## src/core/frasc_pkg.sv

```systemverilog
package frasc_pkg;
  // Widths
  localparam int ADDR_W = 14;
  localparam int PWS_W = 3;
  localparam int DEP_W = 3;
  localparam int PADDR_W = 12;
  // Register byte offsets
  localparam logic [11:0] OFS_CTRL = 12'h000;
  localparam logic [11:0] OFS_STATUS = 12'h004;
  localparam logic [11:0] OFS_ADDR = 12'h008;
  // Control field positions and reset value
  localparam int CTRL_PWS_LSB = 0;
  localparam int CTRL_DEP_LSB = 3;
  localparam logic [5:0] CTRL_RST = 6'h00;
  // Status field positions
  localparam int STAT_EMPTY = 0;
  localparam int STAT_HALF = 1;
  localparam int STAT_FULL = 2;
  localparam int STAT_BUSY = 3;
  localparam int STAT_OCC_LSB = 16;
  // Address register field positions
  localparam int ADDR_WR_LSB = 0;
  localparam int ADDR_RD_LSB = 16;
  // Counter values
  localparam logic [13:0] ADDR_ALL = 14'h3fff;
  localparam logic [13:0] ONE = 14'h0001;
  localparam logic [1:0] TMR_ZERO = 2'h0;
  localparam logic [1:0] TMR_ONE = 2'h1;
  // Sequencer states
  typedef enum logic [2:0] {
    ST_IDLE = 3'b001,
    ST_WR = 3'b010,
    ST_RD = 3'b100
  } frasc_state_e;
endpackage : frasc_pkg

```

## src/core/frasc_top.sv

```systemverilog
// The implementer's own choices: the APB register port and the address map.
`timescale 1ns/1ps
`default_nettype none
// Notes on behaviour
// (RULE1) Three 14-bit counters: write, read, occupancy
// (RULE2) Occupancy up on write, down on read
// (RULE3) Arrival order; ties by half-full flag
// (RULE4) Burst input denies other direction
// (RULE5) Both bursts: normal priority applies
// (RULE6) Strobe lasts low select bits plus one
// (RULE7) Select constant low in modes 0-3
// (RULE8) Depth code halves 16K down to 128
// (RULE9) Unused upper address bits left undriven
// (RULE10) Fourteen three-state address outputs
// (RULE11) Reset clears counters, sets empty only
// (RULE12) Reset values of strobes, accepts, latches
// (RULE13) Burst read forces write accept high
// (RULE14) Burst write forces read accept high
// (RULE15) Write accept low one cycle per grant
// (RULE16) Read accept returns at select rise
// (RULE17) Inactive part: undriven, no new grants
// (RULE18) Output latch strobe, high in modes 0-3
// (RULE19) Input latch strobe and drive signal
// (RULE20) Full flag set and cleared on falling edge
// (RULE21) Half flag like full at half depth
// (RULE22) Empty flag set and cleared on falling edge
// (RULE23) Accepts held low while full or empty
// (RULE24) One RAM operation at a time
module frasc_top (
  // Clock and reset
  input wire logic pclk,
  input wire logic presetn,
  // APB slave
  input wire logic psel,
  input wire logic penable,
  input wire logic pwrite,
  input wire logic [11:0] paddr,
  input wire logic [31:0] pwdata,
  output logic [31:0] prdata,
  output logic pready,
  output logic pslverr,
  // Requesting logic
  input wire logic write_request_n,
  input wire logic read_request_n,
  input wire logic burst_write_n,
  input wire logic burst_read_n,
  input wire logic part_activate_n,
  output logic write_accept,
  output logic read_accept,
  // Status flags
  output logic empty,
  output logic half_full,
  output logic full,
  // RAM interface
  output logic [13:0] ram_address_out,
  output logic [13:0] ram_address_oe,
  output logic ram_write_n,
  output logic ram_write_oe,
  output logic ram_select_n,
  output logic ram_select_oe,
  // External data latches
  output logic input_latch_strobe,
  output logic input_latch_drive_n,
  output logic output_latch_strobe
);

  // Address mask for a depth code
  function automatic logic [13:0] depth_mask(input logic [2:0] code);
    depth_mask = frasc_pkg::ADDR_ALL >> code;
  endfunction : depth_mask

  // Masked address increment
  function automatic logic [13:0] next_addr(input logic [13:0] a, input logic [13:0] m);
    next_addr = (a + frasc_pkg::ONE) & m;
  endfunction : next_addr

  frasc_pkg::frasc_state_e st_q, st_d;
  logic [2:0] pws_q, dep_q;
  logic [13:0] wr_addr_q, rd_addr_q, occ_q;
  logic [1:0] tmr_q, len_q;
  logic empty_q, half_q, full_q;
  logic wacc_q, racc_q;
  logic [31:0] prdata_q;
  logic pready_q, pslverr_q;
  logic [13:0] addr_q, addr_oe_q;
  logic wr_n_q, sel_n_q, oe_q;
  logic in_stb_q, in_drv_n_q, out_stb_q;

  // Arbitration
  wire idle = (st_q == frasc_pkg::ST_IDLE);
  wire br = !burst_read_n;
  wire bw = !burst_write_n;
  wire only_br = br && !bw; // RULE5
  wire only_bw = bw && !br; // RULE5
  wire wr_ok = !write_request_n && !full_q;
  wire rd_ok = !read_request_n && !empty_q;
  wire pick_wr = wr_ok && !only_br && (!rd_ok || only_bw || !half_q); // RULE3 RULE4 RULE14
  wire pick_rd = rd_ok && !only_bw && !pick_wr; // RULE3 RULE4 RULE13
  wire may_grant = idle && !part_activate_n; // RULE17 RULE24
  wire grant_wr = may_grant && pick_wr;
  wire grant_rd = may_grant && pick_rd;
  wire op_done = !idle && (tmr_q == len_q); // RULE6
  wire wr_done = op_done && (st_q == frasc_pkg::ST_WR);
  wire rd_done = op_done && (st_q == frasc_pkg::ST_RD);
  wire [13:0] mask = depth_mask(dep_q); // RULE8
  wire [13:0] full_last = mask; // RULE20
  wire [13:0] half_last = mask >> 1; // RULE21

  // Sequencer next state
  always_comb begin
    st_d = st_q;
    unique case (st_q)
      frasc_pkg::ST_IDLE: begin
        if (grant_wr) begin
          st_d = frasc_pkg::ST_WR;
        end else if (grant_rd) begin
          st_d = frasc_pkg::ST_RD;
        end
      end
      frasc_pkg::ST_WR: begin
        if (op_done) begin
          st_d = frasc_pkg::ST_IDLE;
        end
      end
      frasc_pkg::ST_RD: begin
        if (op_done) begin
          st_d = frasc_pkg::ST_IDLE;
        end
      end
    endcase
  end

  // Strobe timing and counters
  wire [1:0] tmr_d = idle ? frasc_pkg::TMR_ZERO : tmr_q + frasc_pkg::TMR_ONE;
  wire [1:0] len_d = may_grant ? pws_q[1:0] : len_q; // RULE6
  wire [13:0] wr_addr_d = wr_done ? next_addr(wr_addr_q, mask) : wr_addr_q; // RULE1
  wire [13:0] rd_addr_d = rd_done ? next_addr(rd_addr_q, mask) : rd_addr_q; // RULE1
  wire [13:0] occ_d = wr_done ? occ_q + frasc_pkg::ONE :
                      rd_done ? occ_q - frasc_pkg::ONE : occ_q; // RULE2

  // Accept handshakes
  wire rd_hold = (st_q == frasc_pkg::ST_RD) && !op_done; // RULE16
  wire wacc_d = grant_wr ? 1'b0 : br ? 1'b1 : !full_q; // RULE15 RULE13 RULE23
  wire racc_d = (grant_rd || rd_hold) ? 1'b0 : bw ? 1'b1 : !empty_q; // RULE16 RULE14 RULE23

  // RAM side outputs
  wire busy_d = (st_d != frasc_pkg::ST_IDLE); // RULE24
  wire wr_d = (st_d == frasc_pkg::ST_WR);
  wire oe_d = !part_activate_n || busy_d; // RULE17
  wire sel_n_d = pws_q[2] ? !busy_d : 1'b0; // RULE7
  wire [13:0] addr_d = (st_d == frasc_pkg::ST_RD) ? rd_addr_q : wr_addr_q; // RULE12
  wire [13:0] addr_oe_d = oe_d ? mask : '0; // RULE9 RULE10
  wire out_stb_d = !pws_q[2] || !rd_done; // RULE18

  // APB decode
  wire setup = psel && !penable;
  wire hit_ctrl = (paddr == frasc_pkg::OFS_CTRL);
  wire hit_stat = (paddr == frasc_pkg::OFS_STATUS);
  wire hit_addr = (paddr == frasc_pkg::OFS_ADDR);
  wire mapped = hit_ctrl || hit_stat || hit_addr;
  wire ctrl_wr = psel && penable && pwrite && hit_ctrl;
  wire [31:0] ctrl_rd = {26'h0, dep_q, pws_q};
  wire [31:0] stat_rd = {2'h0, occ_q, 12'h0, !idle, full_q, half_q, empty_q};
  wire [31:0] addr_rd = {2'h0, rd_addr_q, 2'h0, wr_addr_q};
  wire [31:0] rd_mux = hit_ctrl ? ctrl_rd : hit_stat ? stat_rd : hit_addr ? addr_rd : '0;

  // Bus registers and configuration
  always_ff @(posedge pclk or negedge presetn) begin
    if (!presetn) begin
      prdata_q <= '0;
      pready_q <= 1'b0;
      pslverr_q <= 1'b0;
      pws_q <= frasc_pkg::CTRL_RST[frasc_pkg::CTRL_PWS_LSB +: frasc_pkg::PWS_W];
      dep_q <= frasc_pkg::CTRL_RST[frasc_pkg::CTRL_DEP_LSB +: frasc_pkg::DEP_W];
    end else begin
      pready_q <= 1'b1;
      if (setup) begin
        prdata_q <= pwrite ? '0 : rd_mux;
        pslverr_q <= !mapped;
      end
      if (ctrl_wr) begin
        pws_q <= pwdata[frasc_pkg::CTRL_PWS_LSB +: frasc_pkg::PWS_W];
        dep_q <= pwdata[frasc_pkg::CTRL_DEP_LSB +: frasc_pkg::DEP_W];
      end
    end
  end

  // Sequencer and counters
  always_ff @(posedge pclk or negedge presetn) begin
    if (!presetn) begin
      st_q <= frasc_pkg::ST_IDLE;
      tmr_q <= frasc_pkg::TMR_ZERO;
      len_q <= frasc_pkg::TMR_ZERO;
      wr_addr_q <= '0; // RULE11
      rd_addr_q <= '0; // RULE11
      occ_q <= '0; // RULE11
    end else begin
      st_q <= st_d;
      tmr_q <= tmr_d;
      len_q <= len_d;
      wr_addr_q <= wr_addr_d;
      rd_addr_q <= rd_addr_d;
      occ_q <= occ_d;
    end
  end

  // Registered pin outputs
  always_ff @(posedge pclk or negedge presetn) begin
    if (!presetn) begin
      wacc_q <= 1'b1; // RULE12
      racc_q <= 1'b0; // RULE12
      wr_n_q <= 1'b1; // RULE12
      sel_n_q <= 1'b1; // RULE12
      oe_q <= 1'b0;
      addr_q <= '0;
      addr_oe_q <= '0;
      in_stb_q <= 1'b1; // RULE12
      in_drv_n_q <= 1'b1; // RULE12
      out_stb_q <= 1'b1; // RULE12
    end else begin
      wacc_q <= wacc_d;
      racc_q <= racc_d;
      wr_n_q <= !wr_d; // RULE6
      sel_n_q <= sel_n_d;
      oe_q <= oe_d;
      addr_q <= addr_d;
      addr_oe_q <= addr_oe_d;
      in_stb_q <= !wr_d; // RULE19
      in_drv_n_q <= !wr_d; // RULE19
      out_stb_q <= out_stb_d;
    end
  end

  // Status flags on the falling edge, set beats clear
  always_ff @(negedge pclk or negedge presetn) begin
    if (!presetn) begin
      empty_q <= 1'b1; // RULE11
      half_q <= 1'b0; // RULE11
      full_q <= 1'b0; // RULE11
    end else begin
      if (!wacc_q && occ_q == full_last) begin
        full_q <= 1'b1; // RULE20
      end else if (!racc_q) begin
        full_q <= 1'b0; // RULE20
      end
      if (!wacc_q && occ_q == half_last) begin
        half_q <= 1'b1; // RULE21
      end else if (!racc_q) begin
        half_q <= 1'b0; // RULE21
      end
      if (!racc_q && occ_q == frasc_pkg::ONE) begin
        empty_q <= 1'b1; // RULE22
      end else if (!wacc_q) begin
        empty_q <= 1'b0; // RULE22
      end
    end
  end

  // Port drive
  assign prdata = prdata_q;
  assign pready = pready_q;
  assign pslverr = pslverr_q;
  assign write_accept = wacc_q;
  assign read_accept = racc_q;
  assign empty = empty_q;
  assign half_full = half_q;
  assign full = full_q;
  assign ram_address_out = addr_q;
  assign ram_address_oe = addr_oe_q;
  assign ram_write_n = wr_n_q;
  assign ram_write_oe = oe_q;
  assign ram_select_n = sel_n_q;
  assign ram_select_oe = oe_q;
  assign input_latch_strobe = in_stb_q;
  assign input_latch_drive_n = in_drv_n_q;
  assign output_latch_strobe = out_stb_q;
endmodule : frasc_top
`default_nettype wire

```

## config.mk

```make
export PLATFORM = sky130hd
export DESIGN_NAME = frasc_top
export DESIGN_NICKNAME = d
export VERILOG_FILES = /design/src/core/frasc_pkg.sv /design/src/core/frasc_top.sv
export SDC_FILE = /design/constraint.sdc
export NUM_CORES = 1
export LEC_CHECK = 0
export BUFFER_PORTS_ARGS = -buffer_cell sky130_fd_sc_hd__buf_4
export CORE_UTILIZATION = 24
export CTS_CLUSTER_DIAMETER = 30
export DETAILED_ROUTE_END_ITERATION = 6
export HOLD_SLACK_MARGIN = 0.05
export PLACE_DENSITY = 0.47
export SETUP_SLACK_MARGIN = 0.1
export SYNTH_ARGS = -nofsm -noshare
export SYNTH_HDL_FRONTEND = slang
export SYNTH_SLANG_ARGS = --single-unit
```

## constraint.sdc

```tcl
create_clock -name pclk -period 2.78 [get_ports pclk]
set_input_delay 0.556 -clock pclk [delete_from_list [all_inputs] [get_ports pclk]]
set_output_delay 0.556 -clock pclk [all_outputs]
set_load 0.02 [all_outputs]
```

==> results of run 1 <==
how the worst max path moves through the flow:
stage                        to  slack, ps  cells past startpoint
final                     empty       -360                      2
after global routing      empty       -380                      2
after CTS                 empty       -360                      2
after detailed placement   full       -170                      5
after global placement     full       -180                      5
after floorplan           empty       -220                      5
sequential cells by signal, summed over array words and instances, names as in the netlist, 2 cells and up:
| register | count |
|---|---|
| prdata | 28 |
| occ_q | 14 |
| ram_address_out | 14 |
| rd_addr_q | 14 |
| wr_addr_q | 14 |
| ram_address_oe | 8 |
| dep_q | 3 |
| pws_q | 3 |
| st_q | 3 |
| len_q | 2 |
| tmr_q | 2 |
layout by cell type (no fill, tap or decap), types with 15 or more instances in the layout:
cell	netlist	final
a21oi_1	21	17
a22oi_1	15	15
buf_4	14	151
clkbuf_16	0	18
dfrtp_1	107	103
nand2_1	49	48
nand3_1	22	20
nor2_1	28	22
o31ai_1	17	16
xnor2_1	31	31
layer usage:
| layer | GRT usage (%) | part of all wire [%] |
|---|---|---|
| met1 | 18.1 | 43 |
| met2 | 24.4 | 50 |
| met3 | 3.69 | 3.8 |
| met4 | 7.35 | 3.0 |
| met5 | 0 | 0 |
layout make-up:
type | count | area share (%)
Sequential cell | 115 | 35.6
Multi-Input combinational cell | 372 | 35.2
Timing Repair Buffer | 168 | 16.6
Clock buffer | 27 | 6.20
Tap cell | 319 | 4.92
Clock inverter | 6 | 0.971
Inverter | 11 | 0.509
power groups by stage:
stage / Combinational (uW) / Sequential [uW] / Clock, uW
floorplan: 45.1 / 1710 / 4.50
global placement: 131 / 1710 / 4.50
detailed placement: 133 / 1710 / 4.50
CTS: 136 / 1680 / 2210
global route: 150 / 1680 / 2290
finish: 135 / 1680 / 2150
cells by family after synthesis:
| family | share of synthesized area [%] |
|---|---|
| XOR/XNOR | 6.61 |
| AND/OR/NAND/NOR | 17.7 |
| AO/OA/AOI/OAI | 13.9 |
| other | 0.130 |
| adder cells (fa/ha/maj) | 1.08 |
| flip-flops | 49.8 |
| buffers and inverters | 5.81 |
| multiplexers | 4.97 |
worst reg2reg max path: stages, from the launching register on:
cell	delay, ps
dfstp_2	540
buf_4	120
nor2_4	30
and2_4	140
nand3_4	90
o21ai_4	120
clkbuf_16	200
mux2_4	300
what timing repair did:
action / 4_1_cts / 5_1_grt
hold buffers: 1 / 0
resized for setup: 29 / 23
setup endpoints to repair: 32 / 37
hold endpoints to repair: 1 / 0
buffers inserted: 12 / 2
gates cloned: 1 / 0
pin swaps: 11 / 10
per-stage QoR:
stage / hold WS (ps) / cell area, sq um / util (%) / setup WS (ps)
3_5_place_dp: 376 / 7210 / 30.6 / -169
6_report: 340 / 8120 / 34.5 / -358
4_1_cts: 305 / 8020 / 34.1 / -364
3_3_place_gp: 372 / 7210 / 30.6 / -178
5_1_grt: 325 / 8120 / 34.5 / -377
2_1_floorplan: 260 / 5960 / - / -224
==> impl_metrics.yaml, run 1 <==
outcome:
  outcome: "complete, but fails checks"
  failed_checks: "negative setup slack"
cells_and_area:
  nets: 745
  syn_to_final_growth_pct: 40.0
  num-fill-cells: 2406
  multi_input_area_sq_um: 2860
  layoutNonFillerInstCount: 1018
  ff_latch_area_sq_um: 2890
  layout-drive-gt1-share_pct: 38.3
  insertedDiodeCount: 0
pwr:
  power_density_nw_per_um2: 489
  seq_power_share_pct: 42.4
  p_comb_share_pct: 3.4
  intPower_uw: 3140
  pwr-share-clk_pct: 54.2
  p_sw_share_pct: 20.9
  ir_drop_v: 0.000355
  cellLeakagePower_uw: 0.00369
  report.power.total_uw: 3970
  p_sw_uw: 830
synthesis:
  synthTopCellsByCount: "107 x dfrtp_1, 49 x nand2_1, 31 x xnor2_1"
  synth_top_cell_by_area: "dfrtp_1"
  ys.flop_type: "dfrtp_1"
  synth-edff-count: 0
  synth_top_area_share_pct: 46.2
  ys_async_sr_fraction_pct: 100
  syn_avg_cell_area_sq_um: 10.6
  synth_warnings: 0
  synth_most_common_cell: "dfrtp_1"
  yosysUniqueCellTypes: 67
  synth_cells: 548
  synth_seq_cells: 115
  synth.area.top_cells: "dfrtp_1 46%, xnor2_1 4.7%, nand2_1 3.2%"
  yosysSeqAreaShare_pct: 49.8
  netlist_area_sq_um: 5800
global_routing:
  grt_max_degree: 59
  grt-ovfl-total: 0
  grt_first_pass_wirelength_microns: 27400
  track_usage_pct: 14.9
  grt_pass1_vias: 4823
  antenna_found_initial: 0
timing:
  rsz0062_at_grt: "true"
  setup_ws_ps: -358
  setup-tns-final_ps: -7140
  skew_ps: 33.4
  hold_violations: 0
  setup_violations: 33
  slew_violations: 0
  slew_headroom_pct: 48.3
  worst_slew_pin_slew_ps: 776
drt:
  via_count: 4739
  drt_iter0_drc: 209
  wl_per_cell_microns: 17.1
  drc_errors: 0
  firstDrtPassIters: 4
  avgViaCountPerCell: 4.66
  ant_nets: 0
  routed_wl_microns: 17400
critical_path:
  cp-end-kind: "output port"
  crit_start: "empty"
  reg2reg_depth: 7
  path_cells: "buf_6 -> buf_6"
  worstSetupPathType: "flip-flop to output port"
  critPathMaxFanout: 2
  critPathSlowestCell: "dfstp_2"
  cp-start-kind: "flip-flop"
  crit_buf_inv: 2
  cp_top_family: "flip-flops"
  timing.rr.start: "empty"
  regToRegEndpoint: "ram_address_out[9]"
  worstPathRequired_ps: 2220
  r2r_slack_ps: -280
  crit_top_cell: "buf_6"
  critPathMaxStageDelay_ps: 540
  arrival_ps: 2580
worst_hold_path:
  hp-start: "burst_read_n"
  hold_depth: 2
  min_to: "write_accept"
  hold_class: "input pin to flip-flop"
clocking:
  h-tree-depth: 4
  worstSkewPairLatency_ps: 430
  clock_path_buffers: 2
  path_clk_slew_ps: 50
  cts.sinks: 115
  cts_tree: "built"
  cts-root-buf: "clkbuf_16"
  cts_buffers: 17
die:
  start_util_pct: 24.6
  rows: 56
  die_h_microns: 157
  io_pins: 128
  coreArea_sq_um: 23500
  dieWidth_microns: 157
  die_area_sq_um: 24800
placement:
  placedCellCount: 973
  hpwl_microns: 12800
  routabilityCongestion: 0.819
  place.port_buffers: 97
run:
  drv_cap: 0
No activity file was read; power rests on OpenSTA's default activity.
==> inputs of run 2 (changes only) <==
- SETUP_SLACK_MARGIN: 0.1 -> not set
==> run 2 against run 1 <==
Compared with the run above:
- clock skew fell by 4.3 ps
- die area did not move
- combinational power is essentially flat
- count of clock-buffer cells in the layout is 8 lower
- wire length fell by 0.37%
- critical endpoint unchanged
- worst hold slack worse by 31 ps
- non-clock buffer count shrank 3
- sequential share of layout area about the same
- critical path depth did not move
- register-to-register slack better by 40 ps
- the flow still finishes with violations (negative setup slack)
- total power grew 5.1%
==> impl_metrics.yaml, run 2 (synthesis gave the netlist of run 1 again) <==
outcome:
  outcome: "complete, but fails checks"
  failed_checks: "negative setup slack"
global_routing:
  grt_max_degree: 57
  grt_first_pass_wirelength_microns: 27200
  antenna_found_initial: 0
  grt-ovfl-total: 0
  grt_pass1_vias: 4847
  track_usage_pct: 14.7
clocking:
  clock_path_buffers: 2
  cts_tree: "built"
  h-tree-depth: 4
  worstSkewPairLatency_ps: 420
  cts.sinks: 115
  cts-root-buf: "clkbuf_16"
  path_clk_slew_ps: 60
  cts_buffers: 17
cells_and_area:
  insertedDiodeCount: 0
  fin_util_pct: 34.5
  syn_to_final_growth_pct: 40.0
  largest_reg_flops: 28
  layout-drive-gt1-share_pct: 38.6
  final_common_cell: "buf_4"
  postLayoutCellArea_sq_um: 8110
  layout_common_cells: "151 x buf_4, 104 x dfrtp_1, 48 x nand2_1, 31 x xnor2_1, 20 x nand3_1"
  num-fill-cells: 2426
  nets: 742
die:
  die_area_sq_um: 24800
  io_pins: 128
  rows: 56
  die_h_microns: 157
  dieWidth_microns: 157
  start_util_pct: 24.6
  coreArea_sq_um: 23500
critical_path:
  timing.rr.start: "empty"
  worstPathRequired_ps: 2220
  r2r_slack_ps: -240
  regToRegEndpoint: "ram_address_out[6]"
  cp-start-kind: "flip-flop"
  arrival_ps: 2560
  cp-end-kind: "output port"
  worstSetupPathType: "flip-flop to output port"
  reg2reg_depth: 7
  critPathMaxFanout: 2
  critPathCapture: "empty"
  crit_start: "empty"
timing:
  slew_violations: 0
  hold_violations: 0
  setup_violations: 31
  worst_slew_pin_slew_ps: 802
  fin_hold_ws_ps: 310
  setup_ws_ps: -339
  slew_headroom_pct: 46.6
  rsz0062_at_grt: "true"
  skew_ps: 29.1
pwr:
  intPower_uw: 3270
  seq_power_share_pct: 40.3
  p_sw_share_pct: 21.6
  power_density_nw_per_um2: 514
  pwr-share-clk_pct: 56.5
  p_sw_uw: 899
  report.power.total_uw: 4170
  ir_drop_v: 0.000376
  p_comb_share_pct: 3.2
  cellLeakagePower_uw: 0.00369
drt:
  wl_per_cell_microns: 17.1
  drc_errors: 0
  drt_iter0_drc: 298
  avgViaCountPerCell: 4.69
  ant_nets: 0
  via_count: 4764
  firstDrtPassIters: 5
  routed_wl_microns: 17400
placement:
  placed_area_sq_um: 7150
  hpwl_microns: 12700
  post-place-ws_ps: -171
  place.port_buffers: 97
  routabilityCongestion: 0.854
run:
  drv_cap: 0
worst_hold_path:
  hold_depth: 2
  hold_class: "input pin to flip-flop"
## run 2: cell types whose count changed in the layout (fill, tap and decap cells not counted), moves of 2 or more
cell,previous run,this run
clkbuf_1,6,0
clkinvlp_4,0,5
buf_6,14,10
nor2_1,22,19
a21oi_1,17,19
bufinv_16,2,4
clkbuf_8,4,2
nor2_2,3,5
## run 2: metrics by stage
stage	TNS [ps]	std cells
3_3_place_gp	-2440	966
2_1_floorplan	-2170	551
4_1_cts	-6280	1015
3_5_place_dp	-2720	966
5_1_grt	-7770	1015
6_report	-6510	1015
## run 2: final cells by class
| type | instances | area (sq um) | share of cell area (%) |
|---|---|---|---|
| inverters | 11 | 41.3 | 0.509 |
| well taps | 319 | 399 | 4.92 |
| repair buffers | 165 | 1320 | 16.3 |
| clock inverters | 14 | 185 | 2.28 |
| multi-input cells | 372 | 2830 | 34.8 |
| clock buffers | 19 | 453 | 5.58 |
| flip-flops and latches | 115 | 2890 | 35.6 |
## run 2: critical path, stage by stage, from the launching register on
cell and delay [ps]:
dfstp_2 530, buf_6 100, buf_6 110
## run 2: what timing repair did
item                                   CTS  global route
endpoints found under the hold margin    9             0
setup endpoints to repair               30            35
buffers inserted                        15             0
resized for setup                       32            12
hold buffers                             1             0
cloned                                   1             0
pin swaps                               14             8
## run 2: power by group through the flow
stage | clock (uW) | combinational, uW | sequential (uW)
global route | 2480 | 150 | 1680
floorplan | 4.50 | 45.1 | 1710
CTS | 2410 | 135 | 1680
global placement | 4.50 | 129 | 1710
finish | 2360 | 133 | 1680
detailed placement | 4.50 | 132 | 1710
## run 2: how the worst min path moves through the flow
stage | endpoint | slack (ps) | startpoint
after global placement | read_accept | 410 | presetn
after CTS | write_accept | 300 | burst_read_n
after detailed placement | read_accept | 410 | presetn
after floorplan | dep_q[0] | 260 | presetn
final | write_accept | 310 | burst_read_n
after global routing | write_accept | 320 | burst_read_n
## run 2: routing by layer
metal | GRT usage (%) | vias up | routed length [microns]
li1 | - | 2234 | -
met1 | 18.0 | 2355 | 7430
met2 | 23.6 | 142 | 8480
met3 | 3.80 | 33 | 765
met4 | 7.91 | 0 | 683
met5 | 0 | - | 0
